## config.mk

```make
export PLATFORM = sky130hd
export DESIGN_NAME = secl_loader
export DESIGN_NICKNAME = d
export VERILOG_FILES = /design/src/core/secl_pkg.sv /design/src/core/secl_uwire.sv /design/src/core/secl_loader.sv
export SDC_FILE = /design/constraint.sdc
export NUM_CORES = 1
export LEC_CHECK = 0
export ABC_AREA = 0
export BUFFER_PORTS_ARGS = -buffer_cell sky130_fd_sc_hd__buf_4
export CAP_MARGIN = 20
export CORE_MARGIN = 1
export CORE_UTILIZATION = 45
export CTS_BUF_LIST = sky130_fd_sc_hd__clkbuf_4
export DETAILED_ROUTE_END_ITERATION = 8
export PLACE_DENSITY_LB_ADDON = 0.3
export SLEW_MARGIN = 20
export SYNTH_ARGS = -nofsm -noshare
export SYNTH_HDL_FRONTEND = slang
export SYNTH_SLANG_ARGS = --single-unit
```

## constraint.sdc

```tcl
create_clock -name hclk -period 3.62 [get_ports hclk]
set_input_delay 0.724 -clock hclk [delete_from_list [all_inputs] [get_ports hclk]]
set_output_delay 0.724 -clock hclk [all_outputs]
set_load 0.02 [all_outputs]
```

## src/core/secl_pkg.sv

```systemverilog
// constants and types for the serial eeprom configuration loader
package secl_pkg;
  // ****************************************************
  // register offsets
  // ****************************************************
  localparam logic [7:0] SECL_CTRL_OFS = 8'h00;
  localparam logic [7:0] SECL_CFG_OFS = 8'h04;
  localparam logic [7:0] SECL_BASE_OFS = 8'h08;
  localparam logic [7:0] SECL_STA0_OFS = 8'h0C;
  localparam logic [7:0] SECL_STA1_OFS = 8'h10;
  localparam logic [7:0] SECL_STA2_OFS = 8'h14;
  localparam logic [7:0] SECL_GP_OFS = 8'h18;
  localparam logic [7:0] SECL_PTR_OFS = 8'h1C;
  localparam logic [7:0] SECL_STAT_OFS = 8'h20;
  // ****************************************************
  // control word fields
  // ****************************************************
  localparam int SECL_SEL_BIT = 0;
  localparam int SECL_LOAD_BIT = 1;
  localparam int SECL_SAVE_BIT = 2;
  localparam logic [15:0] SECL_CTRL_KEEP = 16'hFFF9;
  // ****************************************************
  // reset values
  // ****************************************************
  localparam logic [15:0] SECL_CTRL_RST = 16'h0000;
  localparam logic [15:0] SECL_CFG_RST = 16'h0000;
  localparam logic [15:0] SECL_BASE_RST = 16'h0000;
  localparam logic [15:0] SECL_STA_RST = 16'h0000;
  localparam logic [15:0] SECL_GP_RST = 16'h0000;
  localparam logic [15:0] SECL_PTR_RST = 16'h0000;
  // ****************************************************
  // eeprom map and command codes
  // ****************************************************
  localparam logic [2:0] SECL_STRAP_FIXED = 3'h7;
  localparam logic [5:0] SECL_STATION_WORD = 6'h20;
  localparam logic [5:0] SECL_EWEN_ADDR = 6'h30;
  localparam logic [2:0] SECL_STEP_BASE = 3'h1;
  localparam logic [2:0] SECL_STEP_STA = 3'h2;
  localparam logic [2:0] SECL_STEP_LAST = 3'h4;
  localparam logic [4:0] SECL_HDR_BITS = 5'h09;
  localparam logic [4:0] SECL_FRAME_BITS = 5'h19;
  typedef enum logic [1:0] {
    SECL_CMD_EN = 2'b00,
    SECL_CMD_WR = 2'b01,
    SECL_CMD_RD = 2'b10
  } secl_cmd_t;
  // ****************************************************
  // timing
  // ****************************************************
  localparam int SECL_CLK_MHZ = 100;
  localparam int SECL_SK_HALF_NS = 500;
  localparam int SECL_SK_HALF_CYC = (SECL_SK_HALF_NS * SECL_CLK_MHZ + 999) / 1000;
endpackage

```

## src/core/secl_uwire.sv

```systemverilog
// three-wire serial eeprom word shifter
`timescale 1ns/10ps
`default_nettype none
module secl_uwire #(
  parameter int SK_HALF = secl_pkg::SECL_SK_HALF_CYC
) (
  input wire logic hclk,
  input wire logic hresetn,
  input wire logic start,
  input wire secl_pkg::secl_cmd_t cmd,
  input wire logic [5:0] addr,
  input wire logic [15:0] wdata,
  output logic done,
  output logic [15:0] rdata,
  output logic rom_cs,
  output logic rom_sk,
  output logic rom_di,
  input wire logic rom_do
);
  import secl_pkg::*;
  typedef enum logic [4:0] {
    SECL_U_IDLE = 5'b00001,
    SECL_U_LOW = 5'b00010,
    SECL_U_HIGH = 5'b00100,
    SECL_U_GAP = 5'b01000,
    SECL_U_BUSY = 5'b10000
  } secl_ust_t;
  secl_ust_t st_q;
  secl_cmd_t cmd_q;
  logic [24:0] sh_q;
  logic [4:0] bit_q;
  logic [7:0] tm_q;
  logic [15:0] rd_q;
  wire tm_end = tm_q == 8'(SK_HALF - 1);
  wire [4:0] nbits = cmd_q == SECL_CMD_EN ? SECL_HDR_BITS : SECL_FRAME_BITS;
  wire last_bit = bit_q == nbits - 5'd1;
  wire rd_bit = cmd_q == SECL_CMD_RD && bit_q >= SECL_HDR_BITS;
  wire [5:0] cmd_addr = cmd == SECL_CMD_EN ? SECL_EWEN_ADDR : addr;
  // ****************************************************
  // frame sequencer
  // ****************************************************
  always_ff @(posedge hclk or negedge hresetn) begin
    if (!hresetn) begin
      st_q <= SECL_U_IDLE;
      cmd_q <= SECL_CMD_EN;
      sh_q <= '0;
      bit_q <= '0;
      tm_q <= '0;
      rd_q <= '0;
    end else begin
      tm_q <= (st_q == SECL_U_IDLE || tm_end) ? 8'h00 : tm_q + 8'h01;
      unique case (st_q)
        SECL_U_IDLE: if (start) begin
          cmd_q <= cmd;
          sh_q <= {1'b1, cmd, cmd_addr, wdata};
          bit_q <= '0;
          st_q <= SECL_U_LOW;
        end
        SECL_U_LOW: if (tm_end) st_q <= SECL_U_HIGH;
        SECL_U_HIGH: if (tm_end) begin
          if (rd_bit) rd_q <= {rd_q[14:0], rom_do};
          sh_q <= {sh_q[23:0], 1'b0};
          bit_q <= bit_q + 5'd1;
          st_q <= last_bit ? SECL_U_GAP : SECL_U_LOW;
        end
        SECL_U_GAP: if (tm_end) begin
          st_q <= cmd_q == SECL_CMD_WR ? SECL_U_BUSY : SECL_U_IDLE;
        end
        SECL_U_BUSY: if (rom_do) st_q <= SECL_U_IDLE;
      endcase
    end
  end
  assign done = (st_q == SECL_U_GAP && tm_end && cmd_q != SECL_CMD_WR)
    || (st_q == SECL_U_BUSY && rom_do);
  assign rdata = rd_q;
  assign rom_cs = st_q inside {SECL_U_LOW, SECL_U_HIGH, SECL_U_BUSY};
  assign rom_sk = st_q == SECL_U_HIGH;
  assign rom_di = rom_cs && st_q != SECL_U_BUSY && sh_q[24];
  // ****************************************************
  // checks
  // ****************************************************
  a_frame_select: assert property (@(posedge hclk) disable iff (!hresetn)
    st_q == SECL_U_IDLE && start |=> rom_cs && rom_di && !rom_sk)
    else $error("frame did not open with start bit");
endmodule
`default_nettype wire

```

## src/core/secl_loader.sv

```systemverilog
// eeprom configuration loader with ahb-lite register slave
`timescale 1ns/10ps
`default_nettype none
// Overview of operation
// - strap value 7 loads only station address words, keeping setup words
// - strap 7 after reset leaves setup registers at reset defaults
// - target select 0 means setup transfers, 1 means single word transfers
// - setup word read from strap times four, base word from next
// - station address loaded from words 20h to 22h whatever the straps
// - save writes setup and base words to the strap-selected words
// - low three control bits never go to or come from the eeprom
// - single word load reads word at pointer low six bits into gp
// - single word save writes gp to word at pointer low six bits
// - both request bits read high while a transfer runs
// - other register accesses wait until transfer ends, reset load too
// - without eeprom no access; registers keep reset defaults
// - eeprom is 64 words of 16 bits with six-bit word address
// - every transfer moves a whole word at a word address
// - every hardware reset with eeprom present runs a load, station words only under strap 7
module secl_loader #(
  parameter int SK_HALF = secl_pkg::SECL_SK_HALF_CYC
) (
  input wire logic hclk,
  input wire logic hresetn,
  input wire logic hsel,
  input wire logic [31:0] haddr,
  input wire logic [1:0] htrans,
  input wire logic hwrite,
  input wire logic [2:0] hsize,
  input wire logic [31:0] hwdata,
  input wire logic hready,
  output logic hreadyout,
  output logic hresp,
  output logic [31:0] hrdata,
  input wire logic [2:0] board_strap_pins,
  input wire logic rom_present_pin,
  output logic rom_cs,
  output logic rom_sk,
  output logic rom_di,
  input wire logic rom_do
);
  import secl_pkg::*;
  typedef enum logic [2:0] {
    SECL_Q_IDLE = 3'b001,
    SECL_Q_ISSUE = 3'b010,
    SECL_Q_WAIT = 3'b100
  } secl_seq_t;
  // ****************************************************
  // state
  // ****************************************************
  logic ap_q;
  logic ap_wr_q;
  logic [7:0] ap_addr_q;
  logic [15:0] control_word_q;
  logic [15:0] cfg_q;
  logic [15:0] base_q;
  logic [15:0] sta_q [3];
  logic [15:0] gp_q;
  logic [15:0] ptr_q;
  secl_seq_t seq_q;
  logic boot_q;
  logic load_q;
  logic gp_mode_q;
  logic ewen_q;
  logic [2:0] step_q;
  logic [2:0] last_q;
  secl_cmd_t prev_cmd_q;
  logic rom_done;
  logic [15:0] rom_rdata;
  // ****************************************************
  // bus decode
  // ****************************************************
  wire boot_go = boot_q && rom_present_pin;
  wire busy = seq_q != SECL_Q_IDLE || boot_go;
  wire ap_take = hsel && htrans[1] && hready;
  wire sel_ctrl = ap_addr_q == SECL_CTRL_OFS;
  wire stall = ap_q && busy && !sel_ctrl;
  wire wr_en = ap_q && ap_wr_q && !busy;
  wire wr_ctrl = wr_en && sel_ctrl;
  wire wr_cfg = wr_en && ap_addr_q == SECL_CFG_OFS;
  wire wr_base = wr_en && ap_addr_q == SECL_BASE_OFS;
  wire wr_gp = wr_en && ap_addr_q == SECL_GP_OFS;
  wire wr_ptr = wr_en && ap_addr_q == SECL_PTR_OFS;
  wire [2:0] wr_sta;
  wire req_load = wr_ctrl && hwdata[SECL_LOAD_BIT] && rom_present_pin;
  wire req_save = wr_ctrl && hwdata[SECL_SAVE_BIT]
    && !hwdata[SECL_LOAD_BIT] && rom_present_pin;
  wire go_load = boot_go || req_load;
  wire start_now = seq_q == SECL_Q_IDLE && (go_load || req_save);
  wire go_gp = !boot_go && hwdata[SECL_SEL_BIT];
  wire skip_setup = board_strap_pins == SECL_STRAP_FIXED;
  genvar gi;
  for (gi = 0; gi < 3; gi++) begin : g_sta_dec
    assign wr_sta[gi] = wr_en && ap_addr_q == SECL_STA0_OFS + 8'(4 * gi);
  end
  // ****************************************************
  // eeprom word selection
  // ****************************************************
  wire [2:0] sta_idx = step_q - SECL_STEP_STA;
  wire [5:0] setup_addr = {1'b0, board_strap_pins, 1'b0, step_q[0]};
  wire [5:0] sta_addr = SECL_STATION_WORD + {3'b000, sta_idx};
  wire [5:0] word_addr = gp_mode_q ? ptr_q[5:0]
    : step_q < SECL_STEP_STA ? setup_addr : sta_addr;
  wire [15:0] word_out = gp_mode_q ? gp_q
    : step_q[0] ? base_q : cfg_q;
  wire secl_cmd_t word_cmd = ewen_q ? SECL_CMD_EN
    : load_q ? SECL_CMD_RD : SECL_CMD_WR;
  wire rom_start = seq_q == SECL_Q_ISSUE;
  wire word_done = seq_q == SECL_Q_WAIT && rom_done && !ewen_q;
  wire ld_we = word_done && load_q;
  wire ld_cfg = ld_we && !gp_mode_q && step_q == 3'h0;
  wire ld_base = ld_we && !gp_mode_q && step_q == SECL_STEP_BASE;
  wire ld_gp = ld_we && gp_mode_q;
  wire ld_sta = ld_we && !gp_mode_q && step_q >= SECL_STEP_STA;
  // ****************************************************
  // bus phase tracking
  // ****************************************************
  always_ff @(posedge hclk or negedge hresetn) begin
    if (!hresetn) begin
      ap_q <= 1'b0;
      ap_wr_q <= 1'b0;
      ap_addr_q <= '0;
    end else if (hready) begin
      ap_q <= ap_take;
      ap_wr_q <= hwrite;
      ap_addr_q <= haddr[7:0];
    end
  end
  // ****************************************************
  // transfer sequencer
  // ****************************************************
  always_ff @(posedge hclk or negedge hresetn) begin
    if (!hresetn) begin
      seq_q <= SECL_Q_IDLE;
      boot_q <= 1'b1;
      load_q <= 1'b0;
      gp_mode_q <= 1'b0;
      ewen_q <= 1'b0;
      step_q <= '0;
      last_q <= '0;
    end else begin
      unique case (seq_q)
        SECL_Q_IDLE: begin
          boot_q <= 1'b0;
          if (start_now) begin
            load_q <= go_load;
            gp_mode_q <= go_gp;
            ewen_q <= !go_load;
            step_q <= (go_load && !go_gp && skip_setup)
              ? SECL_STEP_STA : 3'h0;
            last_q <= go_gp ? 3'h0
              : go_load ? SECL_STEP_LAST : SECL_STEP_BASE;
            seq_q <= SECL_Q_ISSUE;
          end
        end
        SECL_Q_ISSUE: seq_q <= SECL_Q_WAIT;
        SECL_Q_WAIT: if (rom_done) begin
          if (ewen_q) begin
            ewen_q <= 1'b0;
            seq_q <= SECL_Q_ISSUE;
          end else if (step_q == last_q) begin
            seq_q <= SECL_Q_IDLE;
          end else begin
            step_q <= step_q + 3'h1;
            ewen_q <= !load_q;
            seq_q <= SECL_Q_ISSUE;
          end
        end
      endcase
    end
  end
  always_ff @(posedge hclk or negedge hresetn) begin
    if (!hresetn) prev_cmd_q <= SECL_CMD_RD;
    else if (rom_start) prev_cmd_q <= word_cmd;
  end
  // ****************************************************
  // registers
  // ****************************************************
  always_ff @(posedge hclk or negedge hresetn) begin
    if (!hresetn) begin
      control_word_q <= SECL_CTRL_RST;
      cfg_q <= SECL_CFG_RST;
      base_q <= SECL_BASE_RST;
      gp_q <= SECL_GP_RST;
      ptr_q <= SECL_PTR_RST;
    end else begin
      if (wr_ctrl) begin
        control_word_q <= hwdata[15:0] & SECL_CTRL_KEEP;
      end
      if (wr_cfg || ld_cfg) cfg_q <= wr_cfg ? hwdata[15:0] : rom_rdata;
      if (wr_base || ld_base) begin
        base_q <= wr_base ? hwdata[15:0] : rom_rdata;
      end
      if (wr_gp || ld_gp) gp_q <= wr_gp ? hwdata[15:0] : rom_rdata;
      if (wr_ptr) ptr_q <= hwdata[15:0];
    end
  end
  for (gi = 0; gi < 3; gi++) begin : g_sta
    wire ld_this = ld_sta && sta_idx == 3'(gi);
    always_ff @(posedge hclk or negedge hresetn) begin
      if (!hresetn) sta_q[gi] <= SECL_STA_RST;
      else if (wr_sta[gi]) sta_q[gi] <= hwdata[15:0];
      else if (ld_this) sta_q[gi] <= rom_rdata;
    end
  end
  // ****************************************************
  // read data
  // ****************************************************
  wire [15:0] ctrl_rd = control_word_q
    | (busy ? 16'h0006 : 16'h0000);
  wire [15:0] stat_rd = {11'h000, busy, rom_present_pin, board_strap_pins};
  logic [15:0] rd_mux;
  always_comb begin
    rd_mux = 16'h0000;
    unique case (1'b1)
      ap_addr_q == SECL_CTRL_OFS: rd_mux = ctrl_rd;
      ap_addr_q == SECL_CFG_OFS: rd_mux = cfg_q;
      ap_addr_q == SECL_BASE_OFS: rd_mux = base_q;
      ap_addr_q == SECL_STA0_OFS: rd_mux = sta_q[0];
      ap_addr_q == SECL_STA1_OFS: rd_mux = sta_q[1];
      ap_addr_q == SECL_STA2_OFS: rd_mux = sta_q[2];
      ap_addr_q == SECL_GP_OFS: rd_mux = gp_q;
      ap_addr_q == SECL_PTR_OFS: rd_mux = ptr_q;
      ap_addr_q == SECL_STAT_OFS: rd_mux = stat_rd;
      default: rd_mux = 16'h0000;
    endcase
  end
  assign hrdata = ap_q ? {16'h0000, rd_mux} : 32'h0000_0000;
  assign hreadyout = !stall;
  assign hresp = 1'b0;
  // ****************************************************
  // serial port
  // ****************************************************
  secl_uwire #(
    .SK_HALF(SK_HALF)
  ) u_uwire (
    .hclk(hclk),
    .hresetn(hresetn),
    .start(rom_start),
    .cmd(word_cmd),
    .addr(word_addr),
    .wdata(word_out),
    .done(rom_done),
    .rdata(rom_rdata),
    .rom_cs(rom_cs),
    .rom_sk(rom_sk),
    .rom_di(rom_di),
    .rom_do(rom_do)
  );
  // ****************************************************
  // checks
  // ****************************************************
  a_busy_bits_high: assert property (@(posedge hclk) disable iff (!hresetn)
    ap_q && !ap_wr_q && sel_ctrl && busy |-> hrdata[2:1] == 2'b11)
    else $error("request bits not high while busy");
  a_block_access: assert property (@(posedge hclk) disable iff (!hresetn)
    ap_q && !sel_ctrl && seq_q != SECL_Q_IDLE |-> !hreadyout)
    else $error("register access not held during transfer");
  a_no_rom_start: assert property (@(posedge hclk) disable iff (!hresetn)
    !rom_present_pin && seq_q == SECL_Q_IDLE |=> seq_q == SECL_Q_IDLE)
    else $error("transfer started without eeprom");
  a_strap7_skip: assert property (@(posedge hclk) disable iff (!hresetn)
    start_now && go_load && !go_gp && skip_setup |=> step_q == 3'h2)
    else $error("strap 7 load did not skip setup words");
  a_setup_addr: assert property (@(posedge hclk) disable iff (!hresetn)
    rom_start && !gp_mode_q && step_q < 3'h2 && !ewen_q
    |-> word_addr == {1'b0, board_strap_pins, 1'b0, step_q[0]})
    else $error("setup word address wrong");
  a_station_addr: assert property (@(posedge hclk) disable iff (!hresetn)
    rom_start && !gp_mode_q && step_q >= 3'h2
    |-> word_addr == 6'h1E + {3'b000, step_q})
    else $error("station address word wrong");
  a_gp_addr: assert property (@(posedge hclk) disable iff (!hresetn)
    rom_start && gp_mode_q && !ewen_q |-> word_addr == ptr_q[5:0])
    else $error("single word address not from pointer");
  a_ewen_first: assert property (@(posedge hclk) disable iff (!hresetn)
    rom_start && word_cmd == SECL_CMD_WR |-> prev_cmd_q == SECL_CMD_EN)
    else $error("write not preceded by write enable");
  a_boot_load: assert property (@(posedge hclk) disable iff (!hresetn)
    boot_q && rom_present_pin |=> seq_q == SECL_Q_ISSUE ##1 load_q)
    else $error("reset did not start a load");
  a_cfg_kept: assert property (@(posedge hclk) disable iff (!hresetn)
    seq_q != SECL_Q_IDLE && step_q >= 3'h2 && load_q |=> $stable(cfg_q))
    else $error("setup word changed during station load");
  c_gp_load: cover property (@(posedge hclk) disable iff (!hresetn)
    word_done && gp_mode_q && load_q);
  c_setup_save: cover property (@(posedge hclk) disable iff (!hresetn)
    word_done && !gp_mode_q && !load_q && step_q == 3'h1);
  c_strap7_load: cover property (@(posedge hclk) disable iff (!hresetn)
    start_now && go_load && skip_setup);
  c_gp_save: cover property (@(posedge hclk) disable iff (!hresetn)
    word_done && gp_mode_q && !load_q);
  c_no_rom_req: cover property (@(posedge hclk) disable iff (!hresetn)
    wr_ctrl && !rom_present_pin && hwdata[SECL_LOAD_BIT]);
  a_ctrl_no_wait: assert property (
    @(posedge hclk) disable iff (!hresetn)
    ap_q && sel_ctrl |-> hreadyout)
    else $error("control access delayed");
  a_ptr_blocked: assert property (
    @(posedge hclk) disable iff (!hresetn)
    ap_q && ap_wr_q && busy |=> $stable(ptr_q))
    else $error("pointer written during transfer");
  a_idle_bits_low: assert property (
    @(posedge hclk) disable iff (!hresetn)
    ap_q && !ap_wr_q && sel_ctrl && !busy |-> hrdata[2:1] == 2'b00)
    else $error("request bits high while idle");
  a_ctrl_no_req: assert property (
    @(posedge hclk) disable iff (!hresetn)
    control_word_q[2:1] == 2'b00)
    else $error("request bits stored in control word");
  a_rom_quiet: assert property (
    @(posedge hclk) disable iff (!hresetn)
    !rom_present_pin && seq_q == SECL_Q_IDLE |-> !rom_cs)
    else $error("eeprom selected while absent");
  a_idle_no_frame: assert property (
    @(posedge hclk) disable iff (!hresetn)
    seq_q == SECL_Q_IDLE |-> !rom_cs && !rom_sk)
    else $error("serial lines active while idle");
  a_save_cfg_word: assert property (
    @(posedge hclk) disable iff (!hresetn)
    rom_start && !gp_mode_q && word_cmd == SECL_CMD_WR && step_q == 3'h0
    |-> word_out == cfg_q && word_addr == {1'b0, board_strap_pins, 2'b00})
    else $error("setup save word wrong");
  a_gp_save_word: assert property (
    @(posedge hclk) disable iff (!hresetn)
    rom_start && gp_mode_q && word_cmd == SECL_CMD_WR
    |-> word_out == gp_q && word_addr == ptr_q[5:0])
    else $error("single word save wrong");
  a_sta0_loaded: assert property (
    @(posedge hclk) disable iff (!hresetn)
    ld_sta && sta_idx == 3'h0 |=> sta_q[0] == $past(rom_rdata))
    else $error("station word 0 not loaded");
  a_sta2_loaded: assert property (
    @(posedge hclk) disable iff (!hresetn)
    ld_sta && sta_idx == 3'h2 |=> sta_q[2] == $past(rom_rdata))
    else $error("station word 2 not loaded");
  a_gp_loaded: assert property (
    @(posedge hclk) disable iff (!hresetn)
    ld_gp |=> gp_q == $past(rom_rdata))
    else $error("single word not loaded into gp");
  a_load_wins: assert property (
    @(posedge hclk) disable iff (!hresetn)
    start_now && req_load |=> load_q)
    else $error("load request not started as load");
  a_sel_taken: assert property (
    @(posedge hclk) disable iff (!hresetn)
    start_now && !boot_go && hwdata[SECL_SEL_BIT] |=> gp_mode_q)
    else $error("target select not applied");
  a_upper_zero: assert property (
    @(posedge hclk) disable iff (!hresetn)
    hrdata[31:16] == 16'h0000)
    else $error("upper read data not zero");
endmodule
`default_nettype wire

```

==> results of run 1 <==
-- sequential cells by signal, summed over array words and instances, names as in the netlist, 5 cells and up --
signal and cells:
ap_addr_q 8, base_q 16, cfg_q 16, control_word_q 14
gp_q 16, ptr_q 16, sta_q 48, u_uwire.bit_q 5
u_uwire.rdata 16, u_uwire.sh_q 25, u_uwire.st_q 5, u_uwire.tm_q 8
-- cells in the final DEF (no fill, tap or decap), types with 28 or more instances in the layout --
cell type and count:
dfrtp_1 204, a21oi_1 41, buf_4 99, a31oi_1 28, o21ai_0 49, nand2_1 52
a22oi_1 32, clkbuf_4 89, nor2_1 71, mux2_2 178
-- cell type report --
| class | count | area (sq um) | area share [%] |
|---|---|---|---|
| timing repair buffer | 104 | 820 | 6.26 |
| antenna | 2 | 5.00 | 0.0382 |
| clock inverter | 15 | 78.8 | 0.602 |
| clock buffer | 89 | 668 | 5.10 |
| inverter | 14 | 52.6 | 0.401 |
| multi-input combinational | 752 | 5830 | 44.5 |
| tap | 330 | 413 | 3.15 |
| sequential | 209 | 5240 | 40.0 |
-- synthesized netlist by cell type (19+ instances only) --
cell type  count  area [sq um]
buf_4         29           218
mux2_2       178          2000
buf_2         19          95.1
a22oi_1       32           240
a21oi_1       41           205
nand2_1       52           195
nand4_1       19           119
o21ai_0       50           250
dfrtp_1      206          5150
mux2i_1       24           240
clkbuf_1      35           131
nor2_1        72           270
a31oi_1       28           175
mux2_1        26           293
-- kinds of logic after synthesis --
logic type      Yosys count  share of synthesized area, %
mux                     228                          22.0
simple gates            245                          11.3
xor+xnor                 11                         0.835
fa+ha+maj                11                          1.19
buf+inv                 107                          4.90
other cells               1                        0.0325
flops                   209                          45.4
compound gates          240                          14.4
-- worst min-delay path: stages --
cell     delay [ns]
buf_4          0.07
nand3_1        0.05
o21ai_0        0.06
-- power by group through the flow --
stage               clock [uW]  sequential, uW  combinational (uW)
floorplan                    0            2400                90.8
global placement             0            2410                 204
detailed placement           0            2410                 206
CTS                       2220            2370                 208
global route              2340            2370                 228
finish                    2160            2370                 208
-- worst max path at each step --
stage | start | slack (ns) | to
floorplan | ap_addr_q[5] | 0.80 | hrdata[12]
global placement | rom_present_pin | 0.52 | cfg_q[11]
detailed placement | rom_present_pin | 0.49 | sta_q[22]
CTS | ap_addr_q[3] | 0.009 | hrdata[12]
global route | ap_addr_q[5] | 0.008 | hrdata[9]
finish | ap_addr_q[5] | 0.1 | hrdata[9]
-- per-stage QoR --
step                      cells  total power (uW)
after floorplan            1068              2490
after global placement     1408              2620
after detailed placement   1408              2620
after CTS                  1513              4800
after global routing       1515              4940
final                      1515              4740
-- layer usage --
layer,global-route usage (%),vias to the layer above,wire length (microns)
met3,4.95,81,2310
li1,-,4115,-
met2,41.4,377,15500
met4,9.61,0,911
met5,0,-,0
met1,35.4,4549,14500
-- what timing repair did --
action                     4_1_cts  5_1_grt
pin swaps                        0        1
hold endpoints to repair        35        0
hold buffers                     1        0
setup endpoints to repair       14       12
resized for setup                6        8
==> results.yml, run 1 <==
status:
  outcome: "completed"
drt:
  totalWireLength_microns: 33300
  vias_per_cell: 6.02
  drt_pass1_iterations: 6
  drc_errors: 0
  wl_per_cell_microns: 22.0
  num_vias: 9122
  drt_iter0_drc: 938
  antenna_left: 0
min_path:
  min_to: "ap_q"
  min_from: "htrans[1]"
  hold_path_class: "in -> reg"
  hold_depth: 3
placement:
  dp_slack_ns: 0.489
  hpwl_microns: 21700
  gp_congestion: 0.861
  port_buffers: 54
  dpl_cell_area_sq_um: 12300
sta:
  setup_viol: 0
  finalHoldViolCount: 0
  fin_setup_tns_ns: 0
  timing.final.crit_share_pct: 97.3
  fin_hold_ws_ns: 0.210
  rsz0062_at_grt: "false"
  drv_slew: 0
  worst_slack_ns: 0.0963
  final.min_clock_period_ns: 3.52
  max_slew_margin_pct: 55.1
  fin_worst_skew_ns: 0.112
  tightest_slew_ns: 0.672
  fmax_ghz: 0.284
critical_path:
  critPathSlowestCell: "dfrtp_2"
  setup.worst_path.class: "reg -> out"
  cp_max_fo: 10
  cp_data_arrival_time_ns: 2.80
  worst_path_most_repeated_cell: "buf_4"
  required_ns: 2.90
  rrSetupSlack_ns: 0.47
  cp_num_cells: 8
  crit_path_cell_trace: "nor4b_4, buf_4, and2_2, buf_4, a22o_1, a221oi_1, a21oi_1, buf_4"
  end_kind: "primary output"
  rr_startpoint: "seq_q[0]"
  max_stage_delay_ns: 0.48
  crit_buf_inv: 3
  worst-r2r-cell-count: 6
  cp-start-kind: "flip-flop"
  r2r-end: "sta_q[22]"
  crit_family: "buffers and inverters"
grt:
  grt_pass1_vias: 9223
  antenna_found_initial: 1
  grt_max_degree: 70
  grt_first_pass_wirelength_microns: 52600
  grt_use_total_pct: 26.1
  grt-ovfl-total: 0
die:
  die_h_microns: 162
  fp-row-count: 58
  start_util_pct: 45.8
  core_sq_um: 25200
  die_x_microns: 162
  ios: 116
  fp.dieArea_sq_um: 26300
pwr:
  p_leak_uw: 0.00615
  p_sw_share_pct: 25.5
  internal-power_uw: 3530
  power.density_nw_per_um2: 362
  p_comb_share_pct: 4.4
  ir_drop_mv: 0.235
  clkPwrFrac_pct: 45.6
  seq_power_share_pct: 50.0
  p_switching_uw: 1210
clock_network:
  cts_tree: "yes"
  htree_num_levels: 2
  cts_buffer_depth: 3
  clock_latency_ns: 0.74
  clk_pin_slew_ns: 0.07
  post_cts_buffers: 0
  cts.sinks: 209
  cts_root_buf: "clkbuf_4"
  numCtsBuffers: 58
synthesis:
  synth-edff-count: 0
  ys_types: 68
  ys_seq_area_share_pct: 45.4
  synthCells: 1052
  syn-mean-instance-area_sq_um: 11.0
  async_flop_share_pct: 100
  yosys_most_used_dff: "dfrtp_1"
  synth_warnings: 0
  netlist_area_sq_um: 11500
  ys_ff_latch: 209
cells_and_area:
  num-fill-cells: 2246
  area_growth_pct: 13.6
  drive_above_1_share_pct: 35.2
  fin_area_sq_um: 13100
  postLayoutCoreUtil_pct: 52.0
  fin_nets: 1229
job:
  cap_violations: 0
No activity file was read; power rests on OpenSTA's default activity.
==> run 2: changes to the inputs <==
--- a/config.mk
+++ b/config.mk
@@ -8,8 +8,10 @@
 export ABC_AREA = 0
 export BUFFER_PORTS_ARGS = -buffer_cell sky130_fd_sc_hd__buf_4
 export CAP_MARGIN = 20
+export CELL_PAD_IN_SITES_DETAIL_PLACEMENT = 1
+export CELL_PAD_IN_SITES_GLOBAL_PLACEMENT = 2
 export CORE_MARGIN = 1
-export CORE_UTILIZATION = 45
+export CORE_UTILIZATION = 41
 export CTS_BUF_LIST = sky130_fd_sc_hd__clkbuf_4
 export DETAILED_ROUTE_END_ITERATION = 8
 export PLACE_DENSITY_LB_ADDON = 0.3
==> run 2 against run 1 <==
  * Utilization decreased by 4.5 points
  * Register-to-register slack gained 0.04 ns
  * Wire length up 12%
  * Sequential share of layout area is 0.16 points lower
  * Cell area rose by 0.44%
  * Sequential cell count is the same
  * Worst hold slack improved by 0.038 ns
  * Fmax hardly changed
  * Global-route usage increased by 0.74 points
  * Non-clock buffer count decreased by 2
  * Via count rose by 0.30%
  * Combinational power grew 3%
  * Largest cell class unchanged
  * Largest power group unchanged
==> results.yml, run 2 (synthesis results as in run 1) <==
status:
  outcome: "completed"
pwr:
  p_comb_share_pct: 4.5
  p_sw_share_pct: 25.1
  ir_drop_mv: 0.187
  clkPwrFrac_pct: 45.5
  p_leak_uw: 0.00614
  internal-power_uw: 3560
  finalPower_uw: 4760
  power.density_nw_per_um2: 362
  seq_power_share_pct: 50.0
  p_switching_uw: 1200
critical_path:
  cp_data_arrival_time_ns: 2.80
  worstSetupStartpoint: "ap_addr_q[4]"
  cp-start-kind: "flip-flop"
  max_stage_delay_ns: 0.49
  worst_path_most_repeated_cell: "buf_4"
  setup.worst_path.class: "reg -> out"
  required_ns: 2.90
  cp_max_fo: 10
  r2r-end: "cfg_q[14]"
  rrSetupSlack_ns: 0.51
  rr_startpoint: "seq_q[0]"
  cp-endpoint: "hrdata[8]"
  worst-r2r-cell-count: 5
  crit_path_cell_trace: "nor4b_2, buf_4, buf_4, a22o_1, a222oi_1, a31oi_2, buf_4"
  end_kind: "primary output"
  critPathSlowestCell: "dfrtp_2"
drt:
  drt_iter0_drc: 651
  drc_errors: 0
  num_vias: 9149
  vias_per_cell: 5.91
  wl_per_cell_microns: 24.1
  totalWireLength_microns: 37400
  drt_pass1_iterations: 5
  antenna_left: 0
grt:
  grt_max_degree: 96
  antenna_found_initial: 1
  met3_usage_pct: 4.36
  grt-ovfl-total: 0
  grt_first_pass_wirelength_microns: 58500
  globalRouteMet2Util_pct: 43.2
  grt_util_met1_pct: 36.3
  grt.busiest_layer: "met2"
  grt_pass1_vias: 9773
  grt_use_total_pct: 26.8
clock_network:
  cts.sinks: 209
  htree_num_levels: 2
  numCtsBuffers: 60
  cts_root_buf: "clkbuf_4"
  clk_pin_slew_ns: 0.06
  cts_tree: "yes"
  clock_latency_ns: 0.72
  cts_buffer_depth: 3
cells_and_area:
  final_common_cell: "dfrtp_1"
  fin_nets: 1229
  top_regs: "sta_q x48, u_uwire.sh_q x25"
  fin_area_sq_um: 13200
  postLayoutCoreUtil_pct: 47.5
  final_cell_mix: "dfrtp_1 (202), mux2_2 (178), buf_4 (96), clkbuf_4 (87), nor2_1 (72)"
  largest_reg_flops: 48
  drive_above_1_share_pct: 35.9
  top_register: "sta_q"
  area_growth_pct: 14.1
die:
  die_x_microns: 170
  core_sq_um: 27700
  fp.dieArea_sq_um: 28800
  die_h_microns: 170
  ios: 116
  fp-row-count: 61
  start_util_pct: 41.6
sta:
  tightest_slew_ns: 1.07
  final.min_clock_period_ns: 3.52
  finalHoldViolCount: 0
  setup_viol: 0
  fmax_ghz: 0.284
  fin_hold_ws_ns: 0.248
  drv_slew: 0
  rsz0062_at_grt: "false"
  timing.final.crit_share_pct: 97.3
  fin_setup_tns_ns: 0
  fin_worst_skew_ns: 0.0543
  max_slew_margin_pct: 28.6
placement:
  dpl_cell_area_sq_um: 12300
  gp_congestion: 0.835
  hpwl_microns: 24800
  port_buffers: 54
min_path:
  min_from: "haddr[5]"
  hold_path_class: "in -> reg"
job:
  cap_violations: 0
## run 2: worst min-delay path by stage
| stage | cells after the start | end |
|---|---|---|
| after floorplan | 0 | ap_addr_q[0] |
| after global placement | 1 | sta_q[30] |
| after detailed placement | 1 | sta_q[24] |
| after CTS | 2 | ap_addr_q[5] |
| after global routing | 2 | ap_addr_q[5] |
| final | 2 | ap_addr_q[5] |
## run 2: worst max-delay path, delay by kind of cell (launching register included)
family / cells / cell delay (ns)
simple gates: 1 / 0.18
buf+inv: 3 / 0.54
flops: 1 / 0.49
compound gates: 3 / 0.88
## run 2: per-stage QoR
stage / worst slack (ns) / instances
after global routing: 0.00471 / 1549
final: 0.0989 / 1549
after floorplan: 0.803 / 1068
after global placement: 0.452 / 1450
after CTS: 0.0168 / 1546
after detailed placement: 0.423 / 1450
## run 2: final cells by class
cell class,instances,area (sq um)
Fill cell,3052,14500
Multi-Input combinational cell,752,5850
Sequential cell,209,5240
Timing Repair Buffer,102,826
Clock buffer,87,653
Tap cell,378,473
Clock inverter,6,58.8
Inverter,14,52.6
Antenna cell,1,2.50
## run 2: layer usage
metal,part of all wire [%],wire [microns],up-vias
met5,0,0,-
met4,2.8,1060,0
met3,5.2,1960,65
met2,47,17500,259
met1,45,16800,4731
li1,-,-,4094
## run 2: power by group through the flow
stage	sequential [uW]	clock (uW)	combinational, uW
finish	2380	2170	215
global route	2380	2340	233
CTS	2380	2240	215
detailed placement	2420	0	210
global placement	2420	0	207
floorplan	2400	0	90.8
## run 2: timing repair
action                                 4_1_cts  5_1_grt
gates resized for setup                     12        7
hold buffers                                 1        0
setup endpoints to repair                   16       15
setup buffers                                2        2
endpoints found under the hold margin       41        0
